==> src/core/spcs_cfg.svh <==
// Constants of the serial port block: selects, field positions, resets,
// timing counts. Assumes clk_sys is the oscillator of the port.
`ifndef SPCS_CFG_SVH
`define SPCS_CFG_SVH

// CPU port register select
`define SPCS_SEL_CTL 1'b0
`define SPCS_SEL_DATA 1'b1

// Control/status field positions
`define SPCS_MODE_HI 7
`define SPCS_MODE_LO 6
`define SPCS_FILT 5
`define SPCS_REN 4
`define SPCS_TB8 3
`define SPCS_RB8 2
`define SPCS_TI 1
`define SPCS_RI 0

// Reset values
`define SPCS_CTL_RST 8'h00
`define SPCS_PINS_RST 3'h6
`define SPCS_SYNC_RST 3'h7

// Timing: oscillator period and divisors
`define SPCS_OSC_NS 100
`define SPCS_M0_DIV 6
`define SPCS_M0_LAST (4'(`SPCS_M0_DIV - 1))
`define SPCS_M0_HALF (4'(`SPCS_M0_DIV / 2))
`define SPCS_OVERSAMPLE 16
`define SPCS_LAST_TICK (4'(`SPCS_OVERSAMPLE - 1))
`define SPCS_MID_TICK (4'(`SPCS_OVERSAMPLE / 2 - 1))
`define SPCS_M2_DIV_SLOW 32
`define SPCS_M2_DIV_FAST 16

`endif

==> src/core/spcs_pkg.sv <==
// Types shared by the serial port block: modes, states, carriers.
// Assumes spcs_cfg.svh supplies the numeric constants.
package spcs_pkg;

    typedef enum logic [1:0] {
        SPCS_MODE_SHIFT, SPCS_MODE_UART8, SPCS_MODE_UART9_FIX,
        SPCS_MODE_UART9_VAR
    } spcs_mode_t;

    typedef enum logic [1:0] {
        SPCS_TX_IDLE, SPCS_TX_START, SPCS_TX_SHIFT, SPCS_TX_STOP
    } spcs_tx_t;

    typedef enum logic [1:0] {
        SPCS_RX_IDLE, SPCS_RX_START, SPCS_RX_SHIFT, SPCS_RX_STOP
    } spcs_rx_t;

    // CPU register access request
    typedef struct packed {
        logic wrEn;
        logic rdEn;
        logic sel;
        logic [7:0] wrData;
    } spcs_cpu_req_t;

    // Pin drive: txd, data pin out and its enable
    typedef struct packed {
        logic txd;
        logic rxdOut;
        logic rxdOe;
    } spcs_pins_t;

    // Whole state of the port
    typedef struct packed {
        logic [7:0] ctl;
        logic [7:0] rxBuf;
        logic [7:0] rdData;
        spcs_pins_t pins;
        logic [2:0] rxSync;
        logic rxLine;
        spcs_tx_t txState;
        logic [9:0] txShift;
        logic [3:0] txBits;
        logic [3:0] txTicks;
        spcs_rx_t rxState;
        logic [8:0] rxShift;
        logic [3:0] rxBits;
        logic [3:0] rxTicks;
    } spcs_state_t;

endpackage : spcs_pkg

==> src/core/spcs_port.sv <==
// Serial port control/status register with its shifters.
// Assumes CPU strobes are on clk_sys and rxdIn is an asynchronous pin.
// Contract
// - The two mode bits select modes 0 to 3 as a binary number.
// - Mode 0 is a synchronous shifter at one sixth the oscillator.
// - Mode 1 is 8-bit asynchronous at a variable rate.
// - Mode 2 is 9-bit asynchronous at oscillator/16 or /32.
// - Mode 3 equals mode 2 except the rate is variable.
// - Modes 2,3 with filter on: ninth bit 0 sets no receive flag.
// - Mode 1 with filter on: bad stop bit sets no receive flag.
// - Reception only while receive enable is set by software.
// - Modes 2,3 transmit the stored ninth bit.
// - Modes 2,3 load the received ninth bit on acceptance.
// - Mode 1 with filter off loads the stop bit as ninth bit.
// - Mode 0 reception leaves the received ninth bit alone.
// - Transmit flag set after bit 8 in mode 0, at stop otherwise.
// - Hardware never clears the transmit flag; software does.
// - Receive flag set after bit 8 in mode 0, mid-stop otherwise.
// - Hardware never clears the receive flag; software does.
// - Any write to the data buffer starts a transmission.
// - Mode 0 receives on flag clear and enable; others on start.
// - Mode 1 frame: start 0, eight data LSB first, stop 1.
// - Receive is buffered; a frame ending while unread is lost.
`timescale 1ns/1ps
`include "spcs_cfg.svh"
module spcs_port (
    input wire logic clk_sys,
    input wire logic nrst,
    input spcs_pkg::spcs_cpu_req_t cpuReq,
    input wire logic rateTick,
    input wire logic smodDouble,
    input wire logic rxdIn,
    output logic [7:0] regRdData,
    output spcs_pkg::spcs_pins_t pinsOut
);
    import spcs_pkg::*;

    spcs_state_t q, d;
    spcs_mode_t mode;
    logic tick16;
    logic ctlWr;
    logic dataWr;
    logic nine;
    logic rxAccept;
    logic rxStopSample;
    logic [7:0] rxFrameData;
    logic rxFrameNinth;

    // Data bits per frame, counted without start and stop
    function automatic logic [3:0] frameBits(input spcs_mode_t m);
        frameBits = (m == SPCS_MODE_UART8 || m == SPCS_MODE_SHIFT) ?
            4'h8 : 4'h9;
    endfunction : frameBits

    // Nine-bit modes carry the programmable ninth bit
    function automatic logic nineBit(input spcs_mode_t m);
        nineBit = (m == SPCS_MODE_UART9_FIX || m == SPCS_MODE_UART9_VAR);
    endfunction : nineBit

    // Mode straight from the two select bits
    assign mode = spcs_mode_t'({q.ctl[`SPCS_MODE_HI],
        q.ctl[`SPCS_MODE_LO]});
    assign nine = nineBit(mode);
    assign ctlWr = cpuReq.wrEn && (cpuReq.sel == `SPCS_SEL_CTL);
    assign dataWr = cpuReq.wrEn && (cpuReq.sel == `SPCS_SEL_DATA);

    // Oversample tick: fixed in mode 2, outside source in modes 1 and 3
    spcs_rate_gen #(.DIV_W(2)) u_rate (
        .clk_sys(clk_sys),
        .nrst(nrst),
        .mode(mode),
        .smodDouble(smodDouble),
        .rateTick(rateTick),
        .tick16(tick16)
    );

    // Next state of the whole port
    always_comb begin
        d = q;
        rxAccept = 1'b0;
        rxStopSample = 1'b0;
        // 9-bit frames hold data low; 8-bit frames shifted one place up
        rxFrameData = nine ? q.rxShift[7:0] : q.rxShift[8:1];
        rxFrameNinth = nine ? q.rxShift[8] : q.rxLine;

        // Pin filter: stage 0 feeds stage 1 only
        d.rxSync = {q.rxSync[1:0], rxdIn};
        if (q.rxSync[1] == q.rxSync[2]) begin
            d.rxLine = q.rxSync[2];
        end

        // Software writes first, so hardware sets below win
        if (ctlWr) begin
            d.ctl = cpuReq.wrData;
        end
        if (cpuReq.rdEn) begin
            d.rdData = (cpuReq.sel == `SPCS_SEL_DATA) ? q.rxBuf : q.ctl;
        end

        // Transmit engine
        case (q.txState)
            SPCS_TX_START: begin
                if (tick16) begin
                    d.txTicks = q.txTicks + 4'h1;
                    if (q.txTicks == `SPCS_LAST_TICK) begin
                        d.txState = SPCS_TX_SHIFT;
                        d.pins.txd = q.txShift[0];
                    end
                end
            end
            SPCS_TX_SHIFT: begin
                if (mode == SPCS_MODE_SHIFT) begin
                    // Shift clock low then high, data moves on the fall
                    d.txTicks = (q.txTicks == `SPCS_M0_LAST) ?
                        4'h0 : q.txTicks + 4'h1;
                    d.pins.txd = (d.txTicks >= `SPCS_M0_HALF);
                    if (q.txTicks == `SPCS_M0_LAST) begin
                        d.txShift = {1'b1, q.txShift[9:1]};
                        d.txBits = q.txBits + 4'h1;
                        d.pins.rxdOut = q.txShift[1];
                        if (q.txBits == frameBits(mode) - 4'h1) begin
                            d.txState = SPCS_TX_IDLE;
                            d.ctl[`SPCS_TI] = 1'b1;
                            d.pins.txd = 1'b1;
                            d.pins.rxdOut = 1'b1;
                            d.pins.rxdOe = 1'b0;
                        end
                    end
                end else if (tick16) begin
                    d.txTicks = q.txTicks + 4'h1;
                    if (q.txTicks == `SPCS_LAST_TICK) begin
                        d.txShift = {1'b1, q.txShift[9:1]};
                        d.txBits = q.txBits + 4'h1;
                        d.pins.txd = q.txShift[1];
                        if (q.txBits == frameBits(mode) - 4'h1) begin
                            d.txState = SPCS_TX_STOP;
                            d.pins.txd = 1'b1;
                            d.ctl[`SPCS_TI] = 1'b1;
                        end
                    end
                end
            end
            SPCS_TX_STOP: begin
                if (tick16) begin
                    d.txTicks = q.txTicks + 4'h1;
                    if (q.txTicks == `SPCS_LAST_TICK) begin
                        d.txState = SPCS_TX_IDLE;
                    end
                end
            end
            default: begin
            end
        endcase

        // Receive engine
        case (q.rxState)
            SPCS_RX_IDLE: begin
                if (q.ctl[`SPCS_REN]) begin
                    if (mode == SPCS_MODE_SHIFT) begin
                        if (!q.ctl[`SPCS_RI] && q.txState == SPCS_TX_IDLE
                            && !dataWr) begin
                            d.rxState = SPCS_RX_SHIFT;
                            d.rxTicks = 4'h0;
                            d.rxBits = 4'h0;
                            d.pins.txd = 1'b0;
                        end
                    end else if (q.rxLine && !d.rxLine) begin
                        d.rxState = SPCS_RX_START;
                        d.rxTicks = 4'h0;
                    end
                end
            end
            SPCS_RX_START: begin
                // Recheck mid start bit; a glitch returns to idle
                if (tick16) begin
                    d.rxTicks = q.rxTicks + 4'h1;
                    if (q.rxTicks == `SPCS_MID_TICK) begin
                        d.rxTicks = 4'h0;
                        d.rxBits = 4'h0;
                        d.rxState = q.rxLine ? SPCS_RX_IDLE : SPCS_RX_SHIFT;
                    end
                end
            end
            SPCS_RX_SHIFT: begin
                if (mode == SPCS_MODE_SHIFT) begin
                    d.rxTicks = (q.rxTicks == `SPCS_M0_LAST) ?
                        4'h0 : q.rxTicks + 4'h1;
                    d.pins.txd = (d.rxTicks >= `SPCS_M0_HALF);
                    // Sample at bit end, behind the pin filter delay
                    if (q.rxTicks == `SPCS_M0_LAST) begin
                        d.rxShift = {q.rxLine, q.rxShift[8:1]};
                        d.rxBits = q.rxBits + 4'h1;
                        if (q.rxBits == frameBits(mode) - 4'h1) begin
                            d.rxState = SPCS_RX_IDLE;
                            d.pins.txd = 1'b1;
                            d.rxBuf = d.rxShift[8:1];
                            d.ctl[`SPCS_RI] = 1'b1;
                        end
                    end
                end else if (tick16) begin
                    d.rxTicks = q.rxTicks + 4'h1;
                    if (q.rxTicks == `SPCS_LAST_TICK) begin
                        d.rxShift = {q.rxLine, q.rxShift[8:1]};
                        d.rxBits = q.rxBits + 4'h1;
                        if (q.rxBits == frameBits(mode) - 4'h1) begin
                            d.rxState = SPCS_RX_STOP;
                        end
                    end
                end
            end
            SPCS_RX_STOP: begin
                if (tick16) begin
                    d.rxTicks = q.rxTicks + 4'h1;
                    if (q.rxTicks == `SPCS_LAST_TICK) begin
                        // Mid stop bit: decide whether the frame is kept
                        rxStopSample = 1'b1;
                        d.rxState = SPCS_RX_IDLE;
                        rxAccept = !q.ctl[`SPCS_RI];
                        if (nine && q.ctl[`SPCS_FILT] && !q.rxShift[8]) begin
                            rxAccept = 1'b0;
                        end
                        if (mode == SPCS_MODE_UART8 && q.ctl[`SPCS_FILT]
                            && !q.rxLine) begin
                            rxAccept = 1'b0;
                        end
                        if (rxAccept) begin
                            d.rxBuf = rxFrameData;
                            d.ctl[`SPCS_RB8] = rxFrameNinth;
                            d.ctl[`SPCS_RI] = 1'b1;
                        end
                    end
                end
            end
            default: begin
            end
        endcase

        // Enable cleared mid-frame drops the frame
        if (!q.ctl[`SPCS_REN] && q.rxState != SPCS_RX_IDLE) begin
            d.rxState = SPCS_RX_IDLE;
            if (mode == SPCS_MODE_SHIFT) begin
                d.pins.txd = 1'b1;
            end
        end

        // Data write restarts transmit; in mode 0 it takes the pins
        if (dataWr) begin
            d.txShift = {1'b1, nine ? q.ctl[`SPCS_TB8] : 1'b1,
                cpuReq.wrData};
            d.txBits = 4'h0;
            d.txTicks = 4'h0;
            d.pins.txd = 1'b0; // Start bit, or shift clock low in mode 0
            if (mode == SPCS_MODE_SHIFT) begin
                d.txState = SPCS_TX_SHIFT;
                d.pins.rxdOut = cpuReq.wrData[0];
                d.pins.rxdOe = 1'b1;
                d.rxState = SPCS_RX_IDLE;
            end else begin
                d.txState = SPCS_TX_START;
            end
        end
    end

    // Registered state; outputs come straight from it
    always_ff @(posedge clk_sys) begin
        if (!nrst) begin
            q <= '0;
            q.ctl <= `SPCS_CTL_RST;
            q.pins <= `SPCS_PINS_RST;
            q.rxSync <= `SPCS_SYNC_RST;
            q.rxLine <= 1'b1;
        end else begin
            q <= d;
        end
    end

    assign regRdData = q.rdData;
    assign pinsOut = q.pins;
endmodule : spcs_port

==> src/core/spcs_rate_gen.sv <==
// Oversampling tick source for the asynchronous modes.
// Assumes rateTick comes from a rate generator on clk_sys at 16x baud.
`timescale 1ns/1ps
`include "spcs_cfg.svh"
module spcs_rate_gen #(
    parameter int DIV_W = 2
) (
    input wire logic clk_sys,
    input wire logic nrst,
    input spcs_pkg::spcs_mode_t mode,
    input wire logic smodDouble,
    input wire logic rateTick,
    output logic tick16
);
    import spcs_pkg::*;

    typedef struct packed {
        logic [DIV_W-1:0] div;
        logic tick;
    } spcs_rate_state_t;

    spcs_rate_state_t q, d;
    logic [DIV_W-1:0] lim;

    // Divider must hold the slow mode 2 period
    if ((1 << DIV_W) < `SPCS_M2_DIV_SLOW / `SPCS_OVERSAMPLE) begin : g_divChk
        $error("DIV_W too small for the fixed rate divider");
    end

    // Fixed rate from the oscillator, variable rate from the outside tick
    always_comb begin
        d = q;
        d.tick = 1'b0;
        lim = smodDouble ?
            DIV_W'(`SPCS_M2_DIV_FAST / `SPCS_OVERSAMPLE - 1) :
            DIV_W'(`SPCS_M2_DIV_SLOW / `SPCS_OVERSAMPLE - 1);
        if (mode == SPCS_MODE_UART9_FIX) begin
            d.div = (q.div >= lim) ? '0 : q.div + 1'b1;
            d.tick = (q.div >= lim);
        end else if (mode != SPCS_MODE_SHIFT) begin
            d.div = '0;
            d.tick = rateTick;
        end else begin
            d.div = '0;
        end
    end

    always_ff @(posedge clk_sys) begin
        if (!nrst) begin
            q <= '0;
        end else begin
            q <= d;
        end
    end

    assign tick16 = q.tick;

endmodule : spcs_rate_gen

==> config.mk <==
export PLATFORM = sky130hd
export DESIGN_NAME = spcs_port
export DESIGN_NICKNAME = d
export VERILOG_FILES = /design/src/core/spcs_pkg.sv /design/src/core/spcs_port.sv /design/src/core/spcs_rate_gen.sv
export VERILOG_INCLUDE_DIRS = /design/src /design/src/core
export SDC_FILE = /design/constraint.sdc
export NUM_CORES = 1
export LEC_CHECK = 0
export ABC_AREA = 1
export BUFFER_PORTS_ARGS = -buffer_cell sky130_fd_sc_hd__buf_2
export CAP_MARGIN = 20
export CORE_MARGIN = 2
export CORE_UTILIZATION = 55
export CTS_CLUSTER_SIZE = 24
export DETAILED_ROUTE_END_ITERATION = 6
export GPL_TIMING_DRIVEN = 0
export PLACE_DENSITY_LB_ADDON = 0.05
export SLEW_MARGIN = 20
export SYNTH_ARGS = -nofsm -noshare
export SYNTH_HDL_FRONTEND = slang
export SYNTH_HIERARCHICAL = 1
export SYNTH_SLANG_ARGS = --single-unit
==> constraint.sdc <==
create_clock -name clk_sys -period 2.41 [get_ports clk_sys]
set_input_delay 0.1205 -clock clk_sys [delete_from_list [all_inputs] [get_ports clk_sys]]
set_output_delay 0.1205 -clock clk_sys [all_outputs]
set_load 0.02 [all_outputs]
==> results of run 1 <==
## routing by layer
| layer | part of all wire [%] | GRT usage (%) |
|---|---|---|
| met1 | 48 | 34.6 |
| met2 | 47 | 42.0 |
| met3 | 3.8 | 4.89 |
| met4 | 1.1 | 8.14 |
| met5 | 0 | 0 |
## cells by family (layout without fill, tap and decap cells)
kind of cell | after synthesis | count (layout) | synth area share [%]
adder cells (fa/ha/maj) | 19 | 19 | 5.92
AND/OR/NAND/NOR | 228 | 228 | 24.7
flip-flops | 73 | 73 | 36.4
AO/OA/AOI/OAI | 150 | 150 | 21.0
XOR/XNOR | 3 | 3 | 0.654
buffers and inverters | 103 | 145 | 11.4
## cell usage in the layout, fill, tap and decap left out, drive strengths merged, types with 3 or more instances in the layout
cell type / count
buf: 42
nand2: 90
clkbuf: 23
or2: 8
nor2: 78
inv: 74
ha: 19
a21oi: 49
a31oi: 11
o21ai: 66
dfxtp: 73
nand3: 39
o211ai: 18
nand4: 3
nor3: 10
## layout make-up
type | count | area (um^2)
fillers | 689 | 2690
multi-input cells | 400 | 2100
flip-flops and latches | 73 | 1460
inverters | 74 | 280
plain buffers | 29 | 179
repair buffers | 27 | 145
clock buffers | 11 | 141
well taps | 99 | 124
clock inverters | 4 | 53.8
## repair_timing
item,4_1_cts,5_1_grt
hold endpoints to repair,2,0
hold buffers,2,0
setup buffers,0,0
## per-stage QoR
step	hold slack, ns	power [mW]	std cells	utilization (%)	setup WS [ns]
after floorplan	0.227	2.41	576	-	0.715
after global placement	0.305	2.68	700	59.5	0.372
after detailed placement	0.318	2.70	700	59.5	0.334
after CTS	0.0188	3.68	717	62.5	0.320
after global routing	0.0265	3.90	717	62.5	0.0657
final	0.0291	3.67	717	62.5	0.303
## worst max-delay path: stages (launching register included)
cell and delay, ns:
dfxtp_1 0.42, ha_1 0.20, nand2_1 0.07, inv_1 0.10, nand2_1 0.10, nor2_2 0.20
nand4_2 0.22, o21ai_2 0.11, nand2_2 0.12, inv_2 0.08, buf_6 0.13, o21ai_1 0.07
nor2_1 0.12, nor2_1 0.05
## registers in the layout (all words and copies together), names as in the netlist, named ones only
signal         flops
d                  2
mode               2
pinsOut            2
q                 55
regRdData          8
u_rate/q           2
u_rate/tick16      1
## worst min-delay path by stage
stage,endpoint,depth (start not counted)
2_1_floorplan,d[41],1
3_3_place_gp,d[41],2
3_5_place_dp,d[41],2
4_1_cts,u_rate/tick16,3
5_1_grt,u_rate/tick16,3
6_report,u_rate/tick16,3
## power groups by stage
| stage | Sequential (mW) | Clock, mW | Combinational [mW] |
|---|---|---|---|
| 2_1_floorplan | 1.45 | 0 | 0.957 |
| 6_report | 1.46 | 0.975 | 1.23 |
| 3_5_place_dp | 1.49 | 0 | 1.21 |
| 3_3_place_gp | 1.48 | 0 | 1.19 |
| 4_1_cts | 1.46 | 0.999 | 1.22 |
| 5_1_grt | 1.48 | 1.04 | 1.38 |
==> results.md, run 1 <==
- Detailed Place HPWL: 7210 um
- Power share of the clock group: 26.6%
- Clock latency on the worst-skew pair: 0.35 ns
- Final Max Slew Viols: 0
- NetSw: 1.36 mW
- CTS Root Cell: clkbuf_8
- Internal power: 2.31 mW
- Synthesized Nets: 611
- Vias: 3817
- Total die area: 0.00801 mm^2
- Combinational Power Share: 33.5%
- Routed wire length: 9650 um
- Ys flop type: dfxtp_1
- Post-Synthesis Mean Instance Area: 6.98 um^2
- Fin area: 0.00448 mm^2
- TritonCTS clock tree: built
- Post-Route Skew: 0.0113 ns
- Cells after synthesis: 576
- GPL Wtd Cong: 0.913
- Vias in the first global route: 3468
- Synth Cell Area: 0.00402 mm^2
- Sw Share: 37.1%
- Post-synth EDFFs: 0
- Share of cells above drive strength 1: 12.9%
- ANT cells: 0
- Core outline area: 0.00718 mm^2
- Final hold violation count: 0
- P per Cell Area: 818 mW/mm^2
- Setup crit end kind: register
- Worst Setup SP: q[0]
- Worst r2r src: q[0]
- Dpl cell area: 0.00427 mm^2
- Cell taking the most area after synthesis: dfxtp_1
- Initial core utilization: 56.0%
- Vias per cell: 5.32
- Share of power burned in registers: 39.9%
- Outcome: finished, final reports clean
- Flops & latches, synth: 73
- Io pins: 27
- Synth cell count leaders: nand2_1, dfxtp_1, nor2_1
- Setup-failing EPs final: 0
- Worst hold-check path type: in -> reg
- Layout area overhead: 11.6%
- CP Launch Type: register
- Max Cap Viol: 0
- Yosys warnings: 6
- Cts bufs inserted: 9
- Worst Reg-to-Reg Cells: 13
- Post-synth top area share: 36.4%
- First-pass GRT wire length: 16000 um
- CP endpoint: q[57]
- Final net count: 649
- Row count: 31
- Setup CP Type: reg -> reg
- Worst Path Required: 2.65 ns
- Async SR Flop Fraction: 0%
- Cell with the most instances after synthesis: nand2_1
- Longest Clk Path Bufs: 2
- Antenna Nets Post-Route: 0
- DR DRC count: 0
- Worst VDD drop: 0.000436 V
- Rel. slew slack: 62.5%
- Post-DR wirelength/cell: 13.5 um
- Hold wc startpoint: nrst
- Worst-path maximum fanout: 10
- Setup Total Neg Slack: 0 ns
- FF-to-FF setup slack: 0.30 ns
- Arrival time at the worst endpoint: 2.35 ns
- P_leak: 1.99 nW
- Number of port buffers: 25
- Chip width: 89.5 um
- Worst-Margin Slew: 0.562 ns
- Clock transition at path regs: 0.08 ns
- Crit path time final: 2.11 ns
- First drt pass iteration count: 5
- Antenna violations before repair: 0
- Post-cts sizing count: 0
- Unrepaired setup endpoints after global routing: no
- Synth unique cells: 38
- Final period utilization: 87.4%
- Global route overflow: 0
- Drt first-iter violations: 237
- FMAX: 475 MHz
- Reg-to-reg endpoint: q[57]
- Die H: 89.5 um
- Top post-synthesis cells by area: dfxtp_1, nand2_1, o21ai_0, nor2_1, inv_1
- Gr usage total: 25.8%
- Largest net degree at the start of global routing: 13
- CTS H-tree lvls: 3
- Sequential share of the synthesized area: 36.4%
- CTS Sinks: 73
(Power assumes the default switching activity.)
==> run 2: changes to the inputs <==
REMOVE_ABC_BUFFERS = 1   (was default)
==> run 2 against run 1 <==
Combinational power shrank 6%. Clock skew up 0.0035 ns. Global-route usage decreased by 2.6 points. Final area decreased by 2.8%. Critical endpoint is now q[61]. Register-to-register slack better by 0.08 ns. Sequential share of layout area rose by 0.96 points. Largest cell class unchanged. Final cell count is 3.8% lower. Fmax up 3.9%. Highest routed layer unchanged. Largest power group unchanged. Routed wire length down 7.6%. Worst setup slack better by 0.079 ns. Critical path depth fell by 2.
==> results.md, run 2 (synthesis gave the netlist of run 1 again) <==
- CP max-delay cell: dfxtp_1
- Number of port buffers: 26
- Setup crit end kind: register
- Post-Route Skew: 0.0149 ns
- Share of cells above drive strength 1: 11.3%
- Crit path time final: 2.03 ns
- First-pass GRT wire length: 14500 um
- Setup bufs post-CTS: 0
- Routed wire length: 8920 um
- CP delay by family, top: simple AND/OR/NAND/NOR gates
- Pwr Total: 3.80 mW
- Worst-path cell chain: ha_1 > nand2_1 > inv_1 > nand2_1 > nor2_2 > nand4_2 > inv_1 > o21ai_0 > a21oi_1 > nor2_1 > nor2_1
- Antenna violations before repair: 0
- Vias in the first global route: 3251
- Fin util: 60.7%
- Fin area: 0.00436 mm^2
- Largest Register: q
- Clock latency on the worst-skew pair: 0.36 ns
- P per Cell Area: 872 mW/mm^2
- Global route overflow: 0
- Longest Clk Path Bufs: 2
- Drt first-iter violations: 167
- Min Hold Slack: 0.0392 ns
- CTS Sinks: 73
- Worst-Margin Slew: 0.763 ns
- Vias per cell: 5.28
- CTS Root Cell: clkbuf_8
- Met1 wire length: 4270 um
- Io pins: 27
- Arrival time at the worst endpoint: 2.33 ns
- FMAX: 493 MHz
- Largest net degree at the start of global routing: 50
- Worst-path maximum fanout: 9
- Detailed Place HPWL: 6250 um
- P_leak: 1.92 nW
- First drt pass iteration count: 5
- Met2 routed WL: 4180 um
- Max Cap Viol: 0
- Most frequent cells in the layout: nand2_1, nor2_1, dfxtp_1
- Bufs and invs on worst path: 2
- Final hold violation count: 0
- Max reg flops: 55
- Worst hold-check path type: in -> reg
- Vias: 3642
- Most common cell after layout, fill and taps aside: nand2_1
- Setup-failing EPs final: 0
- Worst Path Required: 2.71 ns
- Rel. slew slack: 49.1%
- Final period utilization: 84.2%
- Outcome: finished, final reports clean
- DR DRC count: 0
- CP Launch Type: register
- Setup Total Neg Slack: 0 ns
- Total die area: 0.00801 mm^2
- Die H: 89.5 um
- Chip width: 89.5 um
- Antenna Nets Post-Route: 0
- Setup CP Type: reg -> reg
- CP peak stage delay: 0.40 ns
- GPL Wtd Cong: 0.878
- Row count: 31
- Clock transition at path regs: 0.08 ns
- Final Max Slew Viols: 0
- Core outline area: 0.00718 mm^2
- Initial core utilization: 56.0%
- Cts bufs inserted: 9
- Final net count: 621
- Unrepaired setup endpoints after global routing: no
- Top Metal Used: met4
- Post-DR wirelength/cell: 12.9 um
- CTS H-tree lvls: 3
- Worst VDD drop: 0.000490 V
- TritonCTS clock tree: built
- ANT cells: 0
- Layout area overhead: 8.44%
- Dpl cell area: 0.00409 mm^2
- Gr usage total: 23.2%
- Met3 wire len: 343 um
## run 2: cell count changes in the layout (fill, tap and decap cells not counted), moves of 2 or more
cell	delta
buf_4	-12
clkbuf_1	-12
buf_6	-3
bufinv_16	+2
clkinvlp_4	-2
inv_6	+2
## run 2: area by class of cell
cell class              instances  area, um^2
inverters                      74         280
flip-flops and latches         73        1460
well taps                      99         124
multi-input cells             400        2100
clock buffers                  10         128
repair buffers                 28         150
clock inverters                 6         113
fillers                       702        2820
## run 2: through the flow
| step | cells | setup WS [ns] |
|---|---|---|
| final | 690 | 0.382 |
| after global routing | 690 | 0.154 |
| after CTS | 690 | 0.0996 |
| after detailed placement | 672 | 0.123 |
| after global placement | 672 | 0.151 |
| after floorplan | 547 | 0.649 |
## run 2: worst paths after layout
check / start / end / slack, ns / depth (start not counted)
worst max-delay path: q[0] / q[61] / 0.38 / 11
worst min register to register: u_rate/q[1] / u_rate/q[1] / 0.41 / 1
worst min-delay path: cpuReq[0] / pinsOut[1] / 0.04 / 3
worst max register to register: q[0] / q[61] / 0.38 / 11
## run 2: tightest hold or removal path: cells and delay by family
| kind | cells | cell delay [ns] |
|---|---|---|
| AO/OA/AOI/OAI | 1 | 0.07 |
| buffers and inverters | 1 | 0.11 |
| AND/OR/NAND/NOR | 1 | 0.05 |
## run 2: where the power goes
| group | switching [mW] | internal, mW | total (mW) | leakage (nW) |
|---|---|---|---|---|
| logic | 0.748 | 0.408 | 1.16 | 1.20 |
| clock network | 0.484 | 0.694 | 1.18 | 0.121 |
| registers | 0.119 | 1.35 | 1.47 | 0.596 |
## run 2: layer usage
layer	global-route usage [%]	up-vias
met5	0	-
met1	30.2	1644
li1	-	1907
met2	37.3	79
met3	4.71	12
met4	10.2	0
## run 2: repair_timing
item,in CTS,in global routing
endpoints found under the setup margin,0,23
resized for setup,0,2
hold endpoints to repair,2,0
hold buffers,2,0
